File: src/inc/dsc_pkg.sv
// dsc_pkg: shared constants, register map and types for the decimation sync control block
package dsc_pkg;

  // ----------------------------------------------------------------
  // register map (internal address space, 10-bit)
  // ----------------------------------------------------------------
  localparam logic [9:0] ADDR_MODE = 10'h300;
  localparam logic [9:0] ADDR_OSC = 10'h301;
  localparam logic [9:0] ADDR_MASK = 10'h302;
  localparam logic [9:0] ADDR_TUNE = 10'h303;
  localparam logic [9:0] ADDR_PHOFF = 10'h304;
  localparam logic [9:0] ADDR_SCALE1 = 10'h305;
  localparam logic [9:0] ADDR_DEC1 = 10'h306;
  localparam logic [9:0] ADDR_SCALE2 = 10'h307;
  localparam logic [9:0] ADDR_DEC2 = 10'h308;
  localparam logic [9:0] ADDR_OUTSC = 10'h309;
  localparam logic [9:0] ADDR_DEC3 = 10'h30a;
  localparam logic [9:0] ADDR_COEF = 10'h30b;
  localparam logic [9:0] ADDR_TAPS = 10'h30c;
  localparam logic [9:0] ADDR_RSVD = 10'h30d;

  // ----------------------------------------------------------------
  // field positions and reset values
  // ----------------------------------------------------------------
  localparam int MODE_HOLD_BIT = 0;
  localparam int MODE_DIV_BIT = 1;
  localparam int MODE_CPLX_BIT = 2;
  localparam int MODE_MASTER_BIT = 3;
  localparam int OSC_BYPASS_BIT = 0;
  localparam int OSC_PDITH_BIT = 1;
  localparam int OSC_ADITH_BIT = 2;
  localparam logic [7:0] MODE_RESET = 8'h01;
  localparam int SYNC_PINS = 3;
  localparam int UP_SYNC_W = 44;
  localparam int RESULT_W = 23;
  localparam int PORT_W = 16;
  localparam int PERIOD_W = 17;

  // ----------------------------------------------------------------
  // types
  // ----------------------------------------------------------------
  typedef struct packed {
    logic [7:0] mode;
    logic [2:0] osc;
    logic [31:0] maskShadow;
    logic [31:0] tune;
    logic [15:0] phaseOff;
    logic [7:0] scale1;
    logic [7:0] dec1;
    logic [4:0] scale2;
    logic [7:0] dec2;
    logic [3:0] outScale;
    logic [7:0] dec3;
    logic [7:0] coefBase;
    logic [7:0] taps;
  } cfg_s;

  typedef enum logic [2:0] {
    ARB_IDLE = 3'b001,
    ARB_SER = 3'b010,
    ARB_UP = 3'b100
  } arb_e;

endpackage

File: src/rtl/dsc_decim_phase.sv
// dsc_decim_phase: decimation phase counter of one filter stage
`timescale 1ns/100ps
`default_nettype none
module dsc_decim_phase #(
  parameter int W = 8
) (
  input wire logic sys_clk,
  input wire logic rstn,
  input wire logic hold,
  input wire logic advance,
  input wire logic syncHit,
  input wire logic [W-1:0] ratioM1,
  output logic [W-1:0] phase,
  output logic wrap
);

  logic [W-1:0] phase_ff, nxt_phase;
  logic wrap_ff, nxt_wrap;

  // ----------------------------------------------------------------
  // phase counting
  // ----------------------------------------------------------------
  // sync beats counting so a realign always lands exactly on phase zero
  always_comb begin
    nxt_phase = phase_ff;
    nxt_wrap = 1'b0;
    if (hold) begin
      nxt_phase = '0;
    end else if (syncHit) begin
      // a sync landing on a natural wrap still passes the wrap on, or the next
      // stage would lose its advance and never wrap under a periodic master
      nxt_phase = '0;
      nxt_wrap = advance && (phase_ff == ratioM1);
    end else if (advance) begin
      if (phase_ff == ratioM1) begin
        nxt_phase = '0;
        nxt_wrap = 1'b1;
      end else begin
        nxt_phase = phase_ff + {{(W-1){1'b0}}, 1'b1};
      end
    end
  end

  always_ff @(posedge sys_clk) begin
    if (!rstn) begin
      phase_ff <= '0;
      wrap_ff <= 1'b0;
    end else begin
      phase_ff <= nxt_phase;
      wrap_ff <= nxt_wrap;
    end
  end

  assign phase = phase_ff;
  assign wrap = wrap_ff;

  property p_syncZero;
    @(posedge sys_clk) disable iff (!rstn)
    syncHit |=> (phase_ff == '0) && wrap_ff == $past(advance && !hold && phase_ff == ratioM1);
  endproperty
  a_syncZero: assert property (p_syncZero) else $error("phase not zero after sync");

  property p_ratioWrap;
    @(posedge sys_clk) disable iff (!rstn)
    (advance && !hold && !syncHit && phase_ff == ratioM1) |=> wrap_ff && phase_ff == '0;
  endproperty
  a_ratioWrap: assert property (p_ratioWrap) else $error("stage did not wrap at ratio");

endmodule // dsc_decim_phase
`default_nettype wire

File: src/rtl/dsc_out_scale.sv
// dsc_out_scale: rounding output scaler for the final filter result
`timescale 1ns/100ps
`default_nettype none
module dsc_out_scale (
  input wire logic sys_clk,
  input wire logic rstn,
  input wire logic [22:0] result,
  input wire logic resultValid,
  input wire logic [2:0] scale,
  input wire logic wideWord,
  output logic [23:0] portWord,
  output logic portValid
);

  logic signed [23:0] ext, rnd, sum, shr;
  logic [15:0] sat;
  logic [23:0] word_ff, nxt_word;
  logic valid_ff, nxt_valid;

  // ----------------------------------------------------------------
  // scale, round, saturate
  // ----------------------------------------------------------------
  // half an lsb of the kept field is added first, so the cut rounds
  always_comb begin
    ext = {result[22], result};
    rnd = (24'sh000001 <<< scale) >>> 1;
    sum = ext + rnd;
    shr = sum >>> scale;
    if (shr > 24'sh007fff) begin
      sat = 16'h7fff;
    end else if (shr < -24'sh008000) begin
      sat = 16'h8000;
    end else begin
      sat = shr[15:0];
    end
    nxt_valid = resultValid;
    nxt_word = word_ff;
    if (resultValid) begin
      nxt_word = wideWord ? ext : {{8{sat[15]}}, sat};
    end
  end

  always_ff @(posedge sys_clk) begin
    if (!rstn) begin
      word_ff <= 24'h0;
      valid_ff <= 1'b0;
    end else begin
      word_ff <= nxt_word;
      valid_ff <= nxt_valid;
    end
  end

  assign portWord = word_ff;
  assign portValid = valid_ff;

  property p_wideRaw;
    @(posedge sys_clk) disable iff (!rstn)
    (resultValid && wideWord) |=> portWord == {$past(result[22]), $past(result)};
  endproperty
  a_wideRaw: assert property (p_wideRaw) else $error("wide word was scaled");

endmodule // dsc_out_scale
`default_nettype wire

File: src/rtl/dsc_top.sv
// dsc_top: register map, port arbitration and decimation sync for the receive channel
//
// Functional notes
// output word is result times two^(7-scale); the scaler shifts the result right by scale instead
// scaled result is rounded to 16 bits
// 24/32-bit serial words bypass output scaling
// each stage keeps its own decimation phase
// master drives sync pulses on clock edge
// slave samples sync pins as inputs
// sync edge realigns comb and final stages
// master comb pulse every m2 times m5 samples
// final pulse every m3 comb pulses, coincident
// pads driven as master, released as slave
// master syncs from its own pad readback
// stages free run without sync pulses
// both control ports reach every register
// serial wins unless micro cycle started
// losing micro access waits, then proceeds
// reset sets hold bit until cleared
// reset clears master bit, slave at start
// mode bits diversity, complex, master select
// oscillator bits bypass, phase, amplitude dither
// mask write loads shadow, read shows active
// decimation register holds ratio minus one
// final filter fetch starts at coefficient base
// host writes zero to reserved locations
// mode bits low means single real input
// phase advances per sample, zero on sync
`timescale 1ns/100ps
`default_nettype none
module dsc_top (
  input wire logic sys_clk,
  input wire logic rstn,
  input wire logic serReq,
  input wire logic serWe,
  input wire logic [9:0] serAddr,
  input wire logic [31:0] serWdata,
  output logic serDone,
  output logic [31:0] serRdata,
  input wire logic upReq,
  input wire logic upWe,
  input wire logic [9:0] upAddr,
  input wire logic [31:0] upWdata,
  output logic upRdy,
  output logic [31:0] upRdata,
  input wire logic combSyncI,
  output logic combSyncO,
  output logic combSyncOen,
  input wire logic finalSyncI,
  output logic finalSyncO,
  output logic finalSyncOen,
  input wire logic oscSyncI,
  input wire logic sampleValid,
  input wire logic [22:0] filterResult,
  input wire logic resultValid,
  input wire logic wideWord,
  output logic [23:0] portWord,
  output logic portValid,
  output var dsc_pkg::cfg_s cfgOut,
  output logic [31:0] activeMask,
  output logic [3:0] modeFlags,
  output logic [7:0] cic2Phase,
  output logic [7:0] cic5Phase,
  output logic [7:0] finalPhase,
  output logic coefFetchStart,
  output logic [7:0] coefFetchAddr
);

  // ----------------------------------------------------------------
  // input synchronisers
  // ----------------------------------------------------------------
  logic [dsc_pkg::UP_SYNC_W-1:0] upMeta_ff, upSync_ff;
  logic [dsc_pkg::SYNC_PINS-1:0] pinMeta_ff, pinSync_ff, pinLast_ff;
  logic upReqS, upWeS;
  logic [9:0] upAddrS;
  logic [31:0] upWdataS;
  logic combHit, finalHit, oscHit;

  // pad readback is used in both roles, so a master sees its own pulse
  always_ff @(posedge sys_clk) begin
    if (!rstn) begin
      upMeta_ff <= '0;
      upSync_ff <= '0;
      pinMeta_ff <= '0;
      pinSync_ff <= '0;
      pinLast_ff <= '0;
    end else begin
      upMeta_ff <= {upReq, upWe, upAddr, upWdata};
      upSync_ff <= upMeta_ff;
      pinMeta_ff <= {oscSyncI, finalSyncI, combSyncI};
      pinSync_ff <= pinMeta_ff;
      pinLast_ff <= pinSync_ff;
    end
  end

  // micro port lines are held steady for the whole cycle, so a bus sync is safe
  assign upReqS = upSync_ff[43];
  assign upWeS = upSync_ff[42];
  assign upAddrS = upSync_ff[41:32];
  assign upWdataS = upSync_ff[31:0];
  assign combHit = pinSync_ff[0] & ~pinLast_ff[0];
  assign finalHit = pinSync_ff[1] & ~pinLast_ff[1];
  assign oscHit = pinSync_ff[2] & ~pinLast_ff[2];

  // ----------------------------------------------------------------
  // register read decode
  // ----------------------------------------------------------------
  function automatic logic [31:0] regRead(input dsc_pkg::cfg_s c, input logic [31:0] am,
                                          input logic [9:0] a);
    logic [31:0] r;
    r = 32'h0;
    case (a)
      dsc_pkg::ADDR_MODE: r = {24'h0, c.mode};
      dsc_pkg::ADDR_OSC: r = {29'h0, c.osc};
      dsc_pkg::ADDR_MASK: r = am;
      dsc_pkg::ADDR_TUNE: r = c.tune;
      dsc_pkg::ADDR_PHOFF: r = {16'h0, c.phaseOff};
      dsc_pkg::ADDR_SCALE1: r = {24'h0, c.scale1};
      dsc_pkg::ADDR_DEC1: r = {24'h0, c.dec1};
      dsc_pkg::ADDR_SCALE2: r = {27'h0, c.scale2};
      dsc_pkg::ADDR_DEC2: r = {24'h0, c.dec2};
      dsc_pkg::ADDR_OUTSC: r = {28'h0, c.outScale};
      dsc_pkg::ADDR_DEC3: r = {24'h0, c.dec3};
      dsc_pkg::ADDR_COEF: r = {24'h0, c.coefBase};
      dsc_pkg::ADDR_TAPS: r = {24'h0, c.taps};
      default: r = 32'h0;
    endcase
    return r;
  endfunction

  // ----------------------------------------------------------------
  // port arbitration and register file
  // ----------------------------------------------------------------
  dsc_pkg::arb_e state_ff, nxt_state;
  dsc_pkg::cfg_s cfg_ff, nxt_cfg;
  logic [31:0] activeMask_ff, nxt_activeMask;
  logic [31:0] rdData_ff, nxt_rdData;
  logic serDone_ff, nxt_serDone;
  logic upServed_ff, nxt_upServed;
  logic [3:0] modeFlags_ff, nxt_modeFlags;
  logic upPend, accGo, accWe;
  logic [9:0] accAddr;
  logic [31:0] accWdata;

  // one access per grant; a micro cycle once granted cannot be pre-empted
  always_comb begin
    nxt_state = state_ff;
    nxt_cfg = cfg_ff;
    nxt_activeMask = activeMask_ff;
    nxt_rdData = rdData_ff;
    nxt_serDone = 1'b0;
    nxt_upServed = upServed_ff & upReqS;
    upPend = upReqS & ~upServed_ff;
    accGo = 1'b0;
    accWe = 1'b0;
    accAddr = serAddr;
    accWdata = serWdata;
    case (state_ff)
      dsc_pkg::ARB_IDLE: begin
        if (serReq) begin
          nxt_state = dsc_pkg::ARB_SER;
        end else if (upPend) begin
          nxt_state = dsc_pkg::ARB_UP;
        end
      end
      dsc_pkg::ARB_SER: begin
        accGo = 1'b1;
        accWe = serWe;
        nxt_serDone = 1'b1;
        nxt_state = dsc_pkg::ARB_IDLE;
      end
      dsc_pkg::ARB_UP: begin
        accGo = 1'b1;
        accWe = upWeS;
        accAddr = upAddrS;
        accWdata = upWdataS;
        nxt_upServed = 1'b1;
        nxt_state = dsc_pkg::ARB_IDLE;
      end
      default: nxt_state = dsc_pkg::ARB_IDLE;
    endcase
    // the shadow mask takes effect on an oscillator sync edge
    if (oscHit) begin
      nxt_activeMask = cfg_ff.maskShadow;
    end
    if (accGo) begin
      nxt_rdData = regRead(cfg_ff, activeMask_ff, accAddr);
    end
    // reserved locations and bits are expected to be written as zero
    if (accGo && accWe) begin
      case (accAddr)
        dsc_pkg::ADDR_MODE: nxt_cfg.mode = accWdata[7:0];
        dsc_pkg::ADDR_OSC: nxt_cfg.osc = accWdata[2:0];
        dsc_pkg::ADDR_MASK: nxt_cfg.maskShadow = accWdata;
        dsc_pkg::ADDR_TUNE: nxt_cfg.tune = accWdata;
        dsc_pkg::ADDR_PHOFF: nxt_cfg.phaseOff = accWdata[15:0];
        dsc_pkg::ADDR_SCALE1: nxt_cfg.scale1 = accWdata[7:0];
        dsc_pkg::ADDR_DEC1: nxt_cfg.dec1 = accWdata[7:0];
        dsc_pkg::ADDR_SCALE2: nxt_cfg.scale2 = accWdata[4:0];
        dsc_pkg::ADDR_DEC2: nxt_cfg.dec2 = accWdata[7:0];
        dsc_pkg::ADDR_OUTSC: nxt_cfg.outScale = accWdata[3:0];
        dsc_pkg::ADDR_DEC3: nxt_cfg.dec3 = accWdata[7:0];
        dsc_pkg::ADDR_COEF: nxt_cfg.coefBase = accWdata[7:0];
        dsc_pkg::ADDR_TAPS: nxt_cfg.taps = accWdata[7:0];
        default: nxt_cfg = cfg_ff;
      endcase
    end
    // flags: single real, diversity, complex, master
    nxt_modeFlags[0] = ~|cfg_ff.mode[2:0];
    nxt_modeFlags[1] = cfg_ff.mode[dsc_pkg::MODE_DIV_BIT];
    nxt_modeFlags[2] = cfg_ff.mode[dsc_pkg::MODE_CPLX_BIT];
    nxt_modeFlags[3] = cfg_ff.mode[dsc_pkg::MODE_MASTER_BIT];
  end

  always_ff @(posedge sys_clk) begin
    if (!rstn) begin
      state_ff <= dsc_pkg::ARB_IDLE;
      cfg_ff <= '0;
      cfg_ff.mode <= dsc_pkg::MODE_RESET;
      activeMask_ff <= 32'h0;
      rdData_ff <= 32'h0;
      serDone_ff <= 1'b0;
      upServed_ff <= 1'b0;
      modeFlags_ff <= 4'h0;
    end else begin
      state_ff <= nxt_state;
      cfg_ff <= nxt_cfg;
      activeMask_ff <= nxt_activeMask;
      rdData_ff <= nxt_rdData;
      serDone_ff <= nxt_serDone;
      upServed_ff <= nxt_upServed;
      modeFlags_ff <= nxt_modeFlags;
    end
  end

  // ----------------------------------------------------------------
  // master pulse generator
  // ----------------------------------------------------------------
  logic hold, master;
  logic [dsc_pkg::PERIOD_W-1:0] period, genCnt_ff, nxt_genCnt;
  logic [7:0] genFin_ff, nxt_genFin;
  logic combOut_ff, nxt_combOut, finalOut_ff, nxt_finalOut, oen_ff, nxt_oen;

  assign hold = cfg_ff.mode[dsc_pkg::MODE_HOLD_BIT];
  assign master = cfg_ff.mode[dsc_pkg::MODE_MASTER_BIT];
  assign period = dsc_pkg::PERIOD_W'((18'(cfg_ff.dec1) + 18'h1) * (18'(cfg_ff.dec2) + 18'h1));

  // kept apart from the stage counters: those realign from the pad, and a
  // generator reset by its own echo would stretch every period by the latency
  always_comb begin
    nxt_genCnt = genCnt_ff;
    nxt_genFin = genFin_ff;
    nxt_combOut = 1'b0;
    nxt_finalOut = 1'b0;
    nxt_oen = ~master;
    if (hold || !master) begin
      nxt_genCnt = '0;
      nxt_genFin = 8'h0;
    end else if (sampleValid) begin
      if (genCnt_ff == period - 17'h1) begin
        nxt_genCnt = '0;
        nxt_combOut = 1'b1;
        if (genFin_ff == cfg_ff.dec3) begin
          nxt_genFin = 8'h0;
          nxt_finalOut = 1'b1;
        end else begin
          nxt_genFin = genFin_ff + 8'h1;
        end
      end else begin
        nxt_genCnt = genCnt_ff + 17'h1;
      end
    end
  end

  always_ff @(posedge sys_clk) begin
    if (!rstn) begin
      genCnt_ff <= '0;
      genFin_ff <= 8'h0;
      combOut_ff <= 1'b0;
      finalOut_ff <= 1'b0;
      oen_ff <= 1'b1;
    end else begin
      genCnt_ff <= nxt_genCnt;
      genFin_ff <= nxt_genFin;
      combOut_ff <= nxt_combOut;
      finalOut_ff <= nxt_finalOut;
      oen_ff <= nxt_oen;
    end
  end

  // ----------------------------------------------------------------
  // stage phase counters and output scaler
  // ----------------------------------------------------------------
  logic wrap2, wrap5, wrap3;
  logic fetch_ff, nxt_fetch;
  logic [7:0] fetchAddr_ff, nxt_fetchAddr;

  dsc_decim_phase #(.W(8)) u_cic2 (
    .sys_clk(sys_clk), .rstn(rstn), .hold(hold), .advance(sampleValid),
    .syncHit(combHit), .ratioM1(cfg_ff.dec1), .phase(cic2Phase), .wrap(wrap2)
  );

  dsc_decim_phase #(.W(8)) u_cic5 (
    .sys_clk(sys_clk), .rstn(rstn), .hold(hold), .advance(wrap2),
    .syncHit(combHit), .ratioM1(cfg_ff.dec2), .phase(cic5Phase), .wrap(wrap5)
  );

  dsc_decim_phase #(.W(8)) u_final (
    .sys_clk(sys_clk), .rstn(rstn), .hold(hold), .advance(wrap5),
    .syncHit(finalHit), .ratioM1(cfg_ff.dec3), .phase(finalPhase), .wrap(wrap3)
  );

  // each final wrap launches one filter computation from the base address
  always_comb begin
    nxt_fetch = wrap3;
    nxt_fetchAddr = wrap3 ? cfg_ff.coefBase : fetchAddr_ff;
  end

  always_ff @(posedge sys_clk) begin
    if (!rstn) begin
      fetch_ff <= 1'b0;
      fetchAddr_ff <= 8'h0;
    end else begin
      fetch_ff <= nxt_fetch;
      fetchAddr_ff <= nxt_fetchAddr;
    end
  end

  dsc_out_scale u_scale (
    .sys_clk(sys_clk), .rstn(rstn), .result(filterResult), .resultValid(resultValid),
    .scale(cfg_ff.outScale[2:0]), .wideWord(wideWord), .portWord(portWord),
    .portValid(portValid)
  );

  // ----------------------------------------------------------------
  // outputs
  // ----------------------------------------------------------------
  assign serDone = serDone_ff;
  assign serRdata = rdData_ff;
  assign upRdy = upServed_ff;
  assign upRdata = rdData_ff;
  assign combSyncO = combOut_ff;
  assign combSyncOen = oen_ff;
  assign finalSyncO = finalOut_ff;
  assign finalSyncOen = oen_ff;
  assign cfgOut = cfg_ff;
  assign activeMask = activeMask_ff;
  assign modeFlags = modeFlags_ff;
  assign coefFetchStart = fetch_ff;
  assign coefFetchAddr = fetchAddr_ff;

  // ----------------------------------------------------------------
  // checks
  // ----------------------------------------------------------------
  property p_serWins;
    @(posedge sys_clk) disable iff (!rstn)
    (state_ff == dsc_pkg::ARB_IDLE && serReq) |=> state_ff == dsc_pkg::ARB_SER;
  endproperty
  a_serWins: assert property (p_serWins) else $error("serial did not win");

  property p_upAfterSer;
    @(posedge sys_clk) disable iff (!rstn)
    (state_ff == dsc_pkg::ARB_IDLE && serReq && upPend)
      |=> (state_ff == dsc_pkg::ARB_SER && !upRdy) ##1 (state_ff == dsc_pkg::ARB_IDLE && !upRdy)
      ##1 (state_ff == dsc_pkg::ARB_UP && !upRdy) ##1 upRdy;
  endproperty
  a_upAfterSer: assert property (p_upAfterSer) else $error("micro access not resumed");

  property p_resetMode;
    @(posedge sys_clk) $rose(rstn) |-> cfg_ff.mode == dsc_pkg::MODE_RESET && oen_ff;
  endproperty
  a_resetMode: assert property (p_resetMode) else $error("mode wrong after reset");

  property p_drive;
    @(posedge sys_clk) disable iff (!rstn)
    master |=> !combSyncOen && !finalSyncOen;
  endproperty
  a_drive: assert property (p_drive) else $error("master not driving pads");

  property p_coincide;
    @(posedge sys_clk) disable iff (!rstn)
    finalSyncO |-> combSyncO && !combSyncOen;
  endproperty
  a_coincide: assert property (p_coincide) else $error("final pulse without comb pulse");

  property p_period;
    @(posedge sys_clk) disable iff (!rstn)
    (master && !hold && sampleValid && genCnt_ff == period - 17'h1) |=> combSyncO;
  endproperty
  a_period: assert property (p_period) else $error("comb pulse missed");

  property p_shadow;
    @(posedge sys_clk) disable iff (!rstn)
    (accGo && accWe && accAddr == dsc_pkg::ADDR_MASK && !oscHit)
      |=> activeMask_ff == $past(activeMask_ff) && cfg_ff.maskShadow == $past(accWdata);
  endproperty
  a_shadow: assert property (p_shadow) else $error("mask write reached active mask");

  property p_serWrite;
    @(posedge sys_clk) disable iff (!rstn)
    (state_ff == dsc_pkg::ARB_SER && serWe && serAddr == dsc_pkg::ADDR_DEC1)
      |=> cfg_ff.dec1 == $past(serWdata[7:0]) && serDone;
  endproperty
  a_serWrite: assert property (p_serWrite) else $error("serial write lost");

endmodule // dsc_top
`default_nettype wire

File: config.mk
export PLATFORM = sky130hd
export DESIGN_NAME = dsc_top
export DESIGN_NICKNAME = d
export VERILOG_FILES = /design/src/inc/dsc_pkg.sv /design/src/rtl/dsc_decim_phase.sv /design/src/rtl/dsc_out_scale.sv /design/src/rtl/dsc_top.sv
export SDC_FILE = /design/constraint.sdc
export NUM_CORES = 1
export LEC_CHECK = 0
export ABC_AREA = 0
export BUFFER_PORTS_ARGS = -buffer_cell sky130_fd_sc_hd__buf_2
export CORE_MARGIN = 2
export CORE_UTILIZATION = 50
export CTS_BUF_LIST = sky130_fd_sc_hd__clkbuf_16
export DETAILED_ROUTE_END_ITERATION = 7
export PLACE_DENSITY = 0.75
export RECOVER_POWER = 100
export REMOVE_ABC_BUFFERS = 1
export SLEW_MARGIN = 15
export SYNTH_ARGS = -nofsm -noshare
export SYNTH_HDL_FRONTEND = slang
export SYNTH_SLANG_ARGS = --single-unit
File: constraint.sdc
create_clock -name sys_clk -period 6.7 [get_ports sys_clk]
set_input_delay 0.67 -clock sys_clk [delete_from_list [all_inputs] [get_ports sys_clk]]
set_output_delay 0.67 -clock sys_clk [all_outputs]
set_load 0.05 [all_outputs]
# ---- After elaboration in Yosys (flattened, before gate mapping)
# Index checks and enable logic that the tools add are counted.
dict set report totals {
  ff_bits 407
  output_inout_bits 312
}
dict set report classes {
  muxes 28
  addsub 9
  n_bitwise 14
  mul 1
  magnitude_cmp 2
  shifts 2
  n_reduce_logical 32
  n_eq_ne 21
}
# operator count
set op_table {}
lappend op_table {{32-bit case mux with 13 select lines} 1}
lappend op_table {{10-bit == test (second input constant)} 13}
lappend op_table {{8-bit by 1-bit adder with 8-bit output (second input constant)} 4}
lappend op_table {{8-bit == test} 4}
lappend op_table {{16-bit two-way mux} 2}
lappend op_table {{32-bit two-way mux} 1}
lappend op_table {{8-bit two-way mux} 4}
lappend op_table {{2-bit AND reduction} 15}
lappend op_table {{23-bit by 23-bit adder with 24-bit output} 1}
lappend op_table {{24-bit by 16-bit > comparator with 1-bit output (second input constant)} 1}
lappend op_table {{24-bit by 16-bit less-than comparator with 1-bit output (second input constant)} 1}
lappend op_table {{24-bit two-way mux} 1}
lappend op_table {{2-bit by 3-bit <<< shifter with 24-bit output (first input constant)} 1}
lappend op_table {{24-bit by 3-bit >>> shifter with 24-bit output} 1}
lappend op_table {{8-bit by 1-bit adder with 9-bit output (second input constant)} 2}
lappend op_table {{17-bit by 1-bit adder with 17-bit output (second input constant)} 1}
lappend op_table {{17-bit == test} 1}
lappend op_table {{9-bit by 9-bit multiplier with 17-bit output} 1}
lappend op_table {{17-bit two-way mux} 1}
lappend op_table {{17-bit by 1-bit subtractor with 17-bit output (second input constant)} 1}
lappend op_table {{3-bit OR reduction} 5}
lappend op_table {{1-bit two-way mux} 14}
lappend op_table {{10-bit two-way mux} 1}
lappend op_table {{1-bit inverter} 9}
lappend op_table {{12 further kinds} 23}

# ---- Longest topological paths before layout
# Gate-level depths: netlist of run 1.
dict set report depth {
  word_depth 7
  depth_mapped 24
  depth_no_buf 23
}

# ---- Hierarchy
# Synthesis of run 1 repeated with hierarchy kept, for this count alone.
dict set report hier_totals {
  hier_cells 2409
  area_unflattened_um2 21792.2
}
# module area_each_um2 seq_area_each_um2 n_inst cells_each
set by_module_without_submodules {}
lappend by_module_without_submodules {dsc_top 17210.3 7106.8 1 1824}
lappend by_module_without_submodules {dsc_out_scale 3114.2 480.5 1 432}
lappend by_module_without_submodules {dsc_decim_phase 489.2 180.2 3 51}

# ---- Least setup slack after synthesis of run 1
# Ideal clock, no wire load.
dict set report synth_timing {
  kind {flip-flop to flip-flop}
  from {reg cfg_ff, in the netlist cfgOut[29]}
  to {reg genCnt_ff[10] in the netlist's numbering}
  arrival_ps 6767
  setup_ps 132
  period_less_slack_ps 6899
  t_required_ps 6568
  slack_ps -199
  n_path_buf 1
  path_stages_with_launch 23
  cell_sequence {dfxtp_1 -> ha_1 -> nand3_1 -> nor2_1 -> xor2_1 -> nand2b_1 -> fa_1 -> fa_1 -> fa_1 -> fa_1 -> inv_1 -> fa_1 -> ha_1 -> a21o_1 -> a21o_1 -> a21o_1 -> a21oi_1 -> xnor2_1 -> nor4_1 -> nand4_2 -> nor4_4 -> buf_2 -> nor3_1}
}
dict set report synth_between {
  elab_chain_cells 5
}
# element line
set synth_rtl {}
lappend synth_rtl {{start: declaration} dsc_top.sv:135} ;# dsc_pkg::cfg_s cfg_ff, nxt_cfg;
lappend synth_rtl {{start signal: assignment} dsc_top.sv:227} ;# cfg_ff <= nxt_cfg;
lappend synth_rtl {{8-bit by 1-bit adder with 9-bit output} dsc_top.sv:246} ;# assign period = dsc_pkg::PERIOD_W'((18'(cfg_ff.dec1) + 18'h1) * (18'(cfg_ff.dec2) + 18'h1));
lappend synth_rtl {{9-bit by 9-bit multiplier with 17-bit output} dsc_top.sv:246}
lappend synth_rtl {{17-bit by 1-bit subtractor with 17-bit output} dsc_top.sv:260} ;# if (genCnt_ff == period - 17'h1) begin
lappend synth_rtl {{17-bit == test} dsc_top.sv:260}
lappend synth_rtl {{17-bit two-way mux} dsc_top.sv:260}
lappend synth_rtl {{end signal: assignment} dsc_top.sv:283} ;# genCnt_ff <= nxt_genCnt;
lappend synth_rtl {{end: declaration} dsc_top.sv:240} ;# logic [dsc_pkg::PERIOD_W-1:0] period, genCnt_ff, nxt_genCnt;
# Every way passes these cells.
# A chain may end at the register's enable or synchronous reset.

# ---- Worst setup path in the final report of run 1
dict set report layout_timing {
  from {reg cfg_ff, in the netlist cfgOut[41]}
  to {reg genCnt_ff[3] in the netlist's numbering}
}
# Same word-level chain as after synthesis.

==> flow_metrics.py, run 1 <==
metrics = {
    "synth": {
        "synth_cell_type_count": 88,
        "yosysMostFrequentCell": "dfxtp_1",
        "synth_top_family_by_area": "simple AND/OR/NAND/NOR gates",
        "syn_area_per_cell_sq_um": 9.20,
        "synthMuxAreaShare_pct": 3.53,
        "synth_xor_xnor_area_share_pct": 5.53,
        "netlist.area_leader.share_pct": 38.6,
        "synth_ff_type": "dfxtp_1",
        "yosys_warnings": 0,
        "yosysSeqAreaShare_pct": 38.6,
        "synth_cells": 2291,
        "synth_compound_area_share_pct": 18.7,
        "synth-seq-cells": 406,
        "synth_area_leaders": "dfxtp_1, o211a_1, nand2_1",
        "async_flop_share_pct": 0,
        "synth_common_cells": "dfxtp_1, nand2_1, and2_1, o211a_1, clkbuf_1",
        "yosysTopAreaCell": "dfxtp_1",
        "synth_edf_count": 0,
        "synth_simple_gate_area_share_pct": 19.4,
        "synth_fa_ha_area_share_pct": 8.81,
        "synth_area_sq_um": 21100,
    },
    "hold_path": {
        "hp-class": "in2reg",
        "worstHoldStart": "upWe",
        "whs_path_depth": 2,
        "hold_end": "upMeta_ff[42]",
    },
    "job": {
        "cap_violations": 9,
    },
    "sta": {
        "tightest_slew_ps": 3340,
        "drv_slew": 368,
        "post-route-worst-setup-slack_ps": 269,
        "hold_viol": 0,
        "fin_crit_sh_pct": 96.0,
        "setup_tns_ps": 0,
        "maxSlewHeadroom_pct": -122,
        "post-route-min-period_ps": 6430,
        "clock_skew_ps": 9.68,
        "fmax_ghz": 0.156,
        "setup_viol": 0,
    },
    "cells_and_area": {
        "drive_above_1_share_pct": 10.8,
        "multi_input_area_sq_um": 11900,
        "regArea_sq_um": 8130,
        "final_area_sq_um": 24500,
        "syn_to_final_growth_pct": 16.3,
        "fin_nets": 2870,
        "n_fill_cell": 3805,
    },
    "placed_design": {
        "globalplace.congestion": 0.901,
        "place_area_sq_um": 23500,
        "place_ws_ps": -92.3,
        "portBuffers": 430,
        "post-dp-hpwl_um": 50000,
    },
    "critical_path": {
        "startpoint_type": "flop",
        "r2r_start": "cfgOut[41]",
        "cpMaxStageDelayCell": "fa_1",
        "r2r_end": "genCnt_ff[3]",
        "crit_path_max_incr_delay_ps": 550,
        "cp_top_family": "adder cells",
        "cp.required_ps": 7190,
        "cp-end-kind": "flop",
        "crit_buf_inv": 3,
        "cp.arrival_ps": 6920,
        "timing.critical_path.mode_cell": "fa_1",
        "cp_max_fo": 18,
        "path_cells": "ha_1, nand3_1, xnor2_2, nand2_1, fa_1, fa_1, fa_1, fa_1, inv_1, fa_1, ha_2, a21o_1, a21o_1, a21o_1, nor4_1, a2bb2oi_1, or3_1, nand4_2, buf_4, nor4_4, buf_12, nor3_1",
        "r2r_slack_ps": 270,
        "path_class": "reg2reg",
        "reg2reg_depth": 22,
    },
    "route": {
        "drc_errors": 0,
        "wl_um": 68600,
        "firstDrtPassIters": 6,
        "drtAntennaViolNets": 0,
        "via_count": 18601,
        "first_iter_violations": 1471,
        "viasPerCell": 5.80,
        "wl_per_cell_um": 21.4,
    },
    "clocking": {
        "cts.path.max_buffers": 3,
        "cts_root_buf": "clkbuf_16",
        "cts_hold_buf": 0,
        "clkSinkCount": 406,
        "clock_latency_ps": 580,
        "cts-buffers-inserted": 44,
        "cts_tree": "built",
        "clk_pin_slew_ps": 60,
        "cts-htree-levels": 2,
    },
    "floorplanning": {
        "core_area_sq_um": 41800,
        "die_area_sq_um": 43800,
        "ioPinCount": 431,
        "rows": 75,
        "fp.dieH_um": 209,
        "start_util_pct": 50.5,
        "die_x_um": 209,
    },
    "global_routing": {
        "grt_pass1_wl_um": 105000,
        "grtUsageTotal_pct": 30.6,
        "grt_max_degree": 93,
        "antenna_found_initial": 3,
        "first_global_vias": 18249,
        "grt_overflow_total": 0,
    },
    "status": {
        "outcome": "complete, but fails checks",
        "violations": "max-capacitance violations, max-slew violations",
    },
    "power_and_ir_drop": {
        "power_density_nw_per_um2": 207,
        "max-vdd-ir-drop_v": 0.000183,
        "static-leakage-power_nw": 11.0,
    },
}
worst register-to-register path, stage by stage, from the launching register on:
cell,delay (ps)
dfxtp_1,420
ha_1,240
nand3_1,150
xnor2_2,330
nand2_1,130
fa_1,520
fa_1,550
fa_1,440
fa_1,550
inv_1,60
fa_1,540
ha_2,300
a21o_1,200
a21o_1,180
a21o_1,240
nor4_1,220
a2bb2oi_1,170
or3_1,370
nand4_2,100
buf_4,220
nor4_4,80
buf_12,160
nor3_1,190
flip-flops by register name, summed over array words and instances (netlist names), 3 cells and up:
name and cells:
pinSync_ff 3, modeFlags 4, u_cic2.phase 8, upSync_ff 44, u_cic5.phase 8, state_ff 3
upMeta_ff 44, coefFetchAddr 8, pinMeta_ff 3, cfgOut 148, pinLast_ff 3, genFin_ff 8
genCnt_ff 17, u_scale.portWord 23, serRdata 32, activeMask 32, u_final.phase 8
kinds of logic (layout without fill, tap and decap cells):
family / count (synthesis) / in the layout
simple gates: 823 / 823
compound gates: 485 / 485
flops: 406 / 406
buf+inv: 262 / 637
xor+xnor: 133 / 133
fa+ha+maj: 116 / 116
mux: 66 / 66
other cells: 0 / 1
final cells by class:
class	count	area share, %
diodes	1	0.0102
clock inverters	33	1.07
inverters	80	1.23
clock buffers	44	4.49
repair buffers	480	8.68
flip-flops and latches	406	33.2
well taps	539	2.75
multi-input cells	1623	48.6
worst max path at each step:
| stage | cells past startpoint | slack (ps) | to | start |
|---|---|---|---|---|
| 2_1_floorplan | 21 | -430 | finalSyncO | cfgOut[28] |
| 3_3_place_gp | 21 | 140 | finalSyncO | cfgOut[42] |
| 3_5_place_dp | 21 | -90 | genCnt_ff[8] | cfgOut[42] |
| 4_1_cts | 26 | 120 | genFin_ff[6] | cfgOut[29] |
| 5_1_grt | 26 | -80 | finalSyncO | cfgOut[29] |
| 6_report | 22 | 270 | genCnt_ff[3] | cfgOut[41] |
metrics by stage:
stage	power, W	hold WS, ps	instances	utilization (%)
after detailed placement	0.00280	418	3124	56.3
after CTS	0.00512	270	3202	59.6
after floorplan	0.00267	412	2109	-
after global routing	0.00524	280	3205	58.7
final	0.00508	299	3206	58.7
after global placement	0.00280	414	3124	56.3
cell usage in the layout, fill, tap and decap left out, types with 7 or more instances in the layout:
cell,count
dfxtp_1,401
nand2_1,349
clkbuf_1,315
o211a_1,141
buf_2,120
inv_1,87
and2_1,83
nor2_1,80
xor2_1,76
o21ai_0,74
and2_0,66
ha_1,61
mux2i_1,56
fa_1,54
xnor2_1,52
nor3_1,44
clkbuf_16,44
buf_4,42
a21oi_1,36
a21boi_0,36
nand4_1,34
nor2b_1,33
a22oi_1,30
and3_1,24
nand2b_1,22
a31oi_1,21
nand3_1,20
a221oi_1,18
a32o_1,15
a22o_1,15
a222oi_1,12
a21o_1,11
clkinv_1,11
o211ai_1,9
nor3b_1,9
nor4_1,8
or3_1,7
o41ai_2,7
clkinv_2,7
what timing repair did:
| action | in CTS | in global routing |
|---|---|---|
| pin swaps | 1 | 4 |
| resized for setup | 2 | 25 |
| buffers inserted | 1 | 3 |
| endpoints found under the setup margin | 25 | 27 |
report_power, final:
part           switching [W]  leakage [nW]  internal [W]
clock                0.00102         0.697       0.00131
sequential         0.0000145          3.30       0.00245
combinational       0.000184          6.99     0.0000957
total                0.00122          11.0       0.00386
layer usage:
metal	global-route usage, %	up-vias	routed length [um]
li1	-	8664	-
met4	12.0	6	2610
met5	0	-	41
met2	53.1	746	33300
met3	6.78	154	5190
met1	36.8	9031	27600
Power figures use the tool's default switching activity.
==> inputs of run 2 (changes only) <==
Settings changed: CORE_UTILIZATION 50 to 52, CTS_BUF_LIST sky130_fd_sc_hd__clkbuf_16 to sky130_fd_sc_hd__clkbuf_4 sky130_fd_sc_hd__clkbuf_8, PLACE_DENSITY 0.75 to 0.77.
Clock period 6.7 ns to 5.27 ns, I/O delays scaled along.
==> run 2 against run 1 <==
  * Critical endpoint is now finalSyncO
  * Clock-buffer cell count grew 68
  * The flow finishes with violations (design-rule violations, max-capacitance violations, max-slew violations, negative setup slack)
  * Cell count is 4.2% higher
  * Sequential cell count unchanged
  * Combinational power grew 32%
  * Largest power group unchanged
  * Final area is 6.1% higher
  * Global-route usage up 1.7 points
  * Largest cell class unchanged
  * Clock skew up 21 ps
  * Die area down 3.8%
  * Worst hold slack got worse by 200 ps
  * First-iteration DRC count grew 2.3%
  * Non-clock buffer count up 103
==> flow_metrics.py, run 2 (synthesized netlist as in run 1, its figures left out) <==
metrics = {
    "status": {
        "outcome": "complete, but fails checks",
        "violations": "design-rule violations, max-capacitance violations, max-slew violations, negative setup slack",
    },
    "critical_path": {
        "cpMaxStageDelayCell": "fa_1",
        "path_cells": "buf_4, xor2_1, buf_4, nand2_1, fa_1, fa_1, fa_1, fa_1, inv_2, fa_1, ha_4, a21o_1, a21o_1, a21o_1, buf_6, a2111oi_4, nor2_2, xnor2_2, nand4_2, nor4_4, buf_4, clkbuf_16, and3b_1",
        "startpoint_type": "flop",
        "cp.arrival_ps": 6800,
        "path_class": "reg2reg",
        "reg2reg_depth": 23,
        "cp-end-kind": "flop",
        "cp_top_family": "adder cells",
        "startpoint": "cfgOut[30]",
        "path_depth": 23,
        "r2r_start": "cfgOut[30]",
        "cp.required_ps": 5840,
        "crit_buf_inv": 6,
        "r2r_slack_ps": -970,
        "cp_max_fo": 5,
        "timing.critical_path.mode_cell": "fa_1",
        "crit_path_max_incr_delay_ps": 590,
    },
    "clocking": {
        "cts-htree-levels": 3,
        "cts_root_buf": "clkbuf_8",
        "clkSinkCount": 406,
        "cts.path.max_buffers": 3,
        "cts_hold_buf": 0,
        "clock_latency_ps": 640,
        "cts-buffers-inserted": 69,
        "cts_tree": "built",
        "clk_pin_slew_ps": 70,
    },
    "cells_and_area": {
        "final_area_sq_um": 26000,
        "drive_above_1_share_pct": 18.4,
        "final_common_cell": "dfxtp_1",
        "syn_to_final_growth_pct": 23.3,
        "most-common-layout-cells": "dfxtp_1, nand2_1, clkbuf_1",
        "largest_reg_flops": 148,
        "fin_nets": 2998,
    },
    "floorplanning": {
        "core_area_sq_um": 39900,
        "start_util_pct": 52.8,
        "die_x_um": 205,
        "die_area_sq_um": 42200,
        "rows": 73,
        "fp.dieH_um": 205,
        "ioPinCount": 431,
    },
    "hold_path": {
        "whs_path_depth": 2,
        "hp-class": "in2reg",
        "worstHoldStart": "upWdata[13]",
    },
    "sta": {
        "rsz0062_at_grt": "true",
        "drv_slew": 186,
        "setup_tns_ps": -23680,
        "fmax_ghz": 0.160,
        "hold_viol": 0,
        "maxSlewHeadroom_pct": -187,
        "tightest_slew_ps": 4310,
        "fin_crit_sh_pct": 118,
        "post-route-worst-setup-slack_ps": -965,
        "clock_skew_ps": 30.3,
        "setup_viol": 27,
        "post-route-min-period_ps": 6240,
    },
    "route": {
        "firstDrtPassIters": 8,
        "drtAntennaViolNets": 0,
        "viasPerCell": 5.84,
        "first_iter_violations": 1505,
        "wl_um": 70600,
        "via_count": 19490,
        "drc_errors": 1,
        "wl_per_cell_um": 21.1,
    },
    "placed_design": {
        "post-dp-hpwl_um": 50300,
        "portBuffers": 430,
        "place_area_sq_um": 24100,
        "globalplace.congestion": 0.937,
        "place_ws_ps": -1210,
    },
    "global_routing": {
        "first_global_vias": 19020,
        "grt_max_degree": 107,
        "antenna_found_initial": 5,
        "grt_pass1_wl_um": 106000,
        "grt_overflow_total": 0,
        "grtUsageTotal_pct": 32.3,
    },
    "power_and_ir_drop": {
        "static-leakage-power_nw": 11.8,
        "p_clk_share_pct": 47.0,
        "combPwrFrac_pct": 5.6,
        "p_switching_w": 0.00161,
        "p_int_w": 0.00500,
        "p_sw_share_pct": 24.3,
        "max-vdd-ir-drop_v": 0.000308,
        "seqPwrFrac_pct": 47.5,
        "power_density_nw_per_um2": 254,
    },
    "job": {
        "cap_violations": 2,
    },
}
[run 2: area by class of cell]
class	instances	area [sq um]
fill	3442	13900
multi-input combinational	1623	12400
sequential	406	8150
timing repair buffer	583	2970
clock buffer	112	1400
tap	525	657
inverter	80	300
clock inverter	10	126
antenna	1	2.50
[run 2: worst reg2reg max path: cells and delay by family, from the launching register on]
family	cells	cell delay [ps]
xor+xnor	2	340
compound gates	4	800
simple gates	5	830
fa+ha+maj	6	2870
flops	1	420
buf+inv	6	930
[run 2: what timing repair did]
action	4_1_cts	5_1_grt
gates resized for setup	73	45
buffers inserted	17	10
cloned	1	3
setup endpoints to repair	27	27
pin swaps	35	17
[run 2: metrics by stage]
step | util [%] | hold WS (ps) | total power (W) | instances
floorplan | - | 412 | 0.00339 | 2109
global placement | 60.3 | 414 | 0.00356 | 3189
detailed placement | 60.4 | 418 | 0.00356 | 3189
CTS | 65.4 | 66.3 | 0.00663 | 3328
global route | 65.1 | 68.5 | 0.00681 | 3340
finish | 65.1 | 94.6 | 0.00660 | 3340
[run 2: metal layers]
layer	global-route usage (%)	wire, um	up-vias
met5	0	49	-
met4	15.2	3430	8
met3	8.57	5840	226
met2	54.5	33700	883
met1	38.2	27600	9426
li1	-	-	8947
[run 2: final timing paths]
path | end
setup reg to reg | finalSyncO
hold / removal | upMeta_ff[13]
setup / recovery | finalSyncO
hold reg to reg | upSync_ff[6]
[run 2: power by group through the flow]
stage / Sequential (W) / Clock [W] / Combinational, W
after floorplan: 0.00325 / 0 / 0.000144
after global placement: 0.00320 / 0 / 0.000355
after detailed placement: 0.00320 / 0 / 0.000361
after CTS: 0.00314 / 0.00313 / 0.000363
after global routing: 0.00314 / 0.00328 / 0.000396
final: 0.00313 / 0.00310 / 0.000368
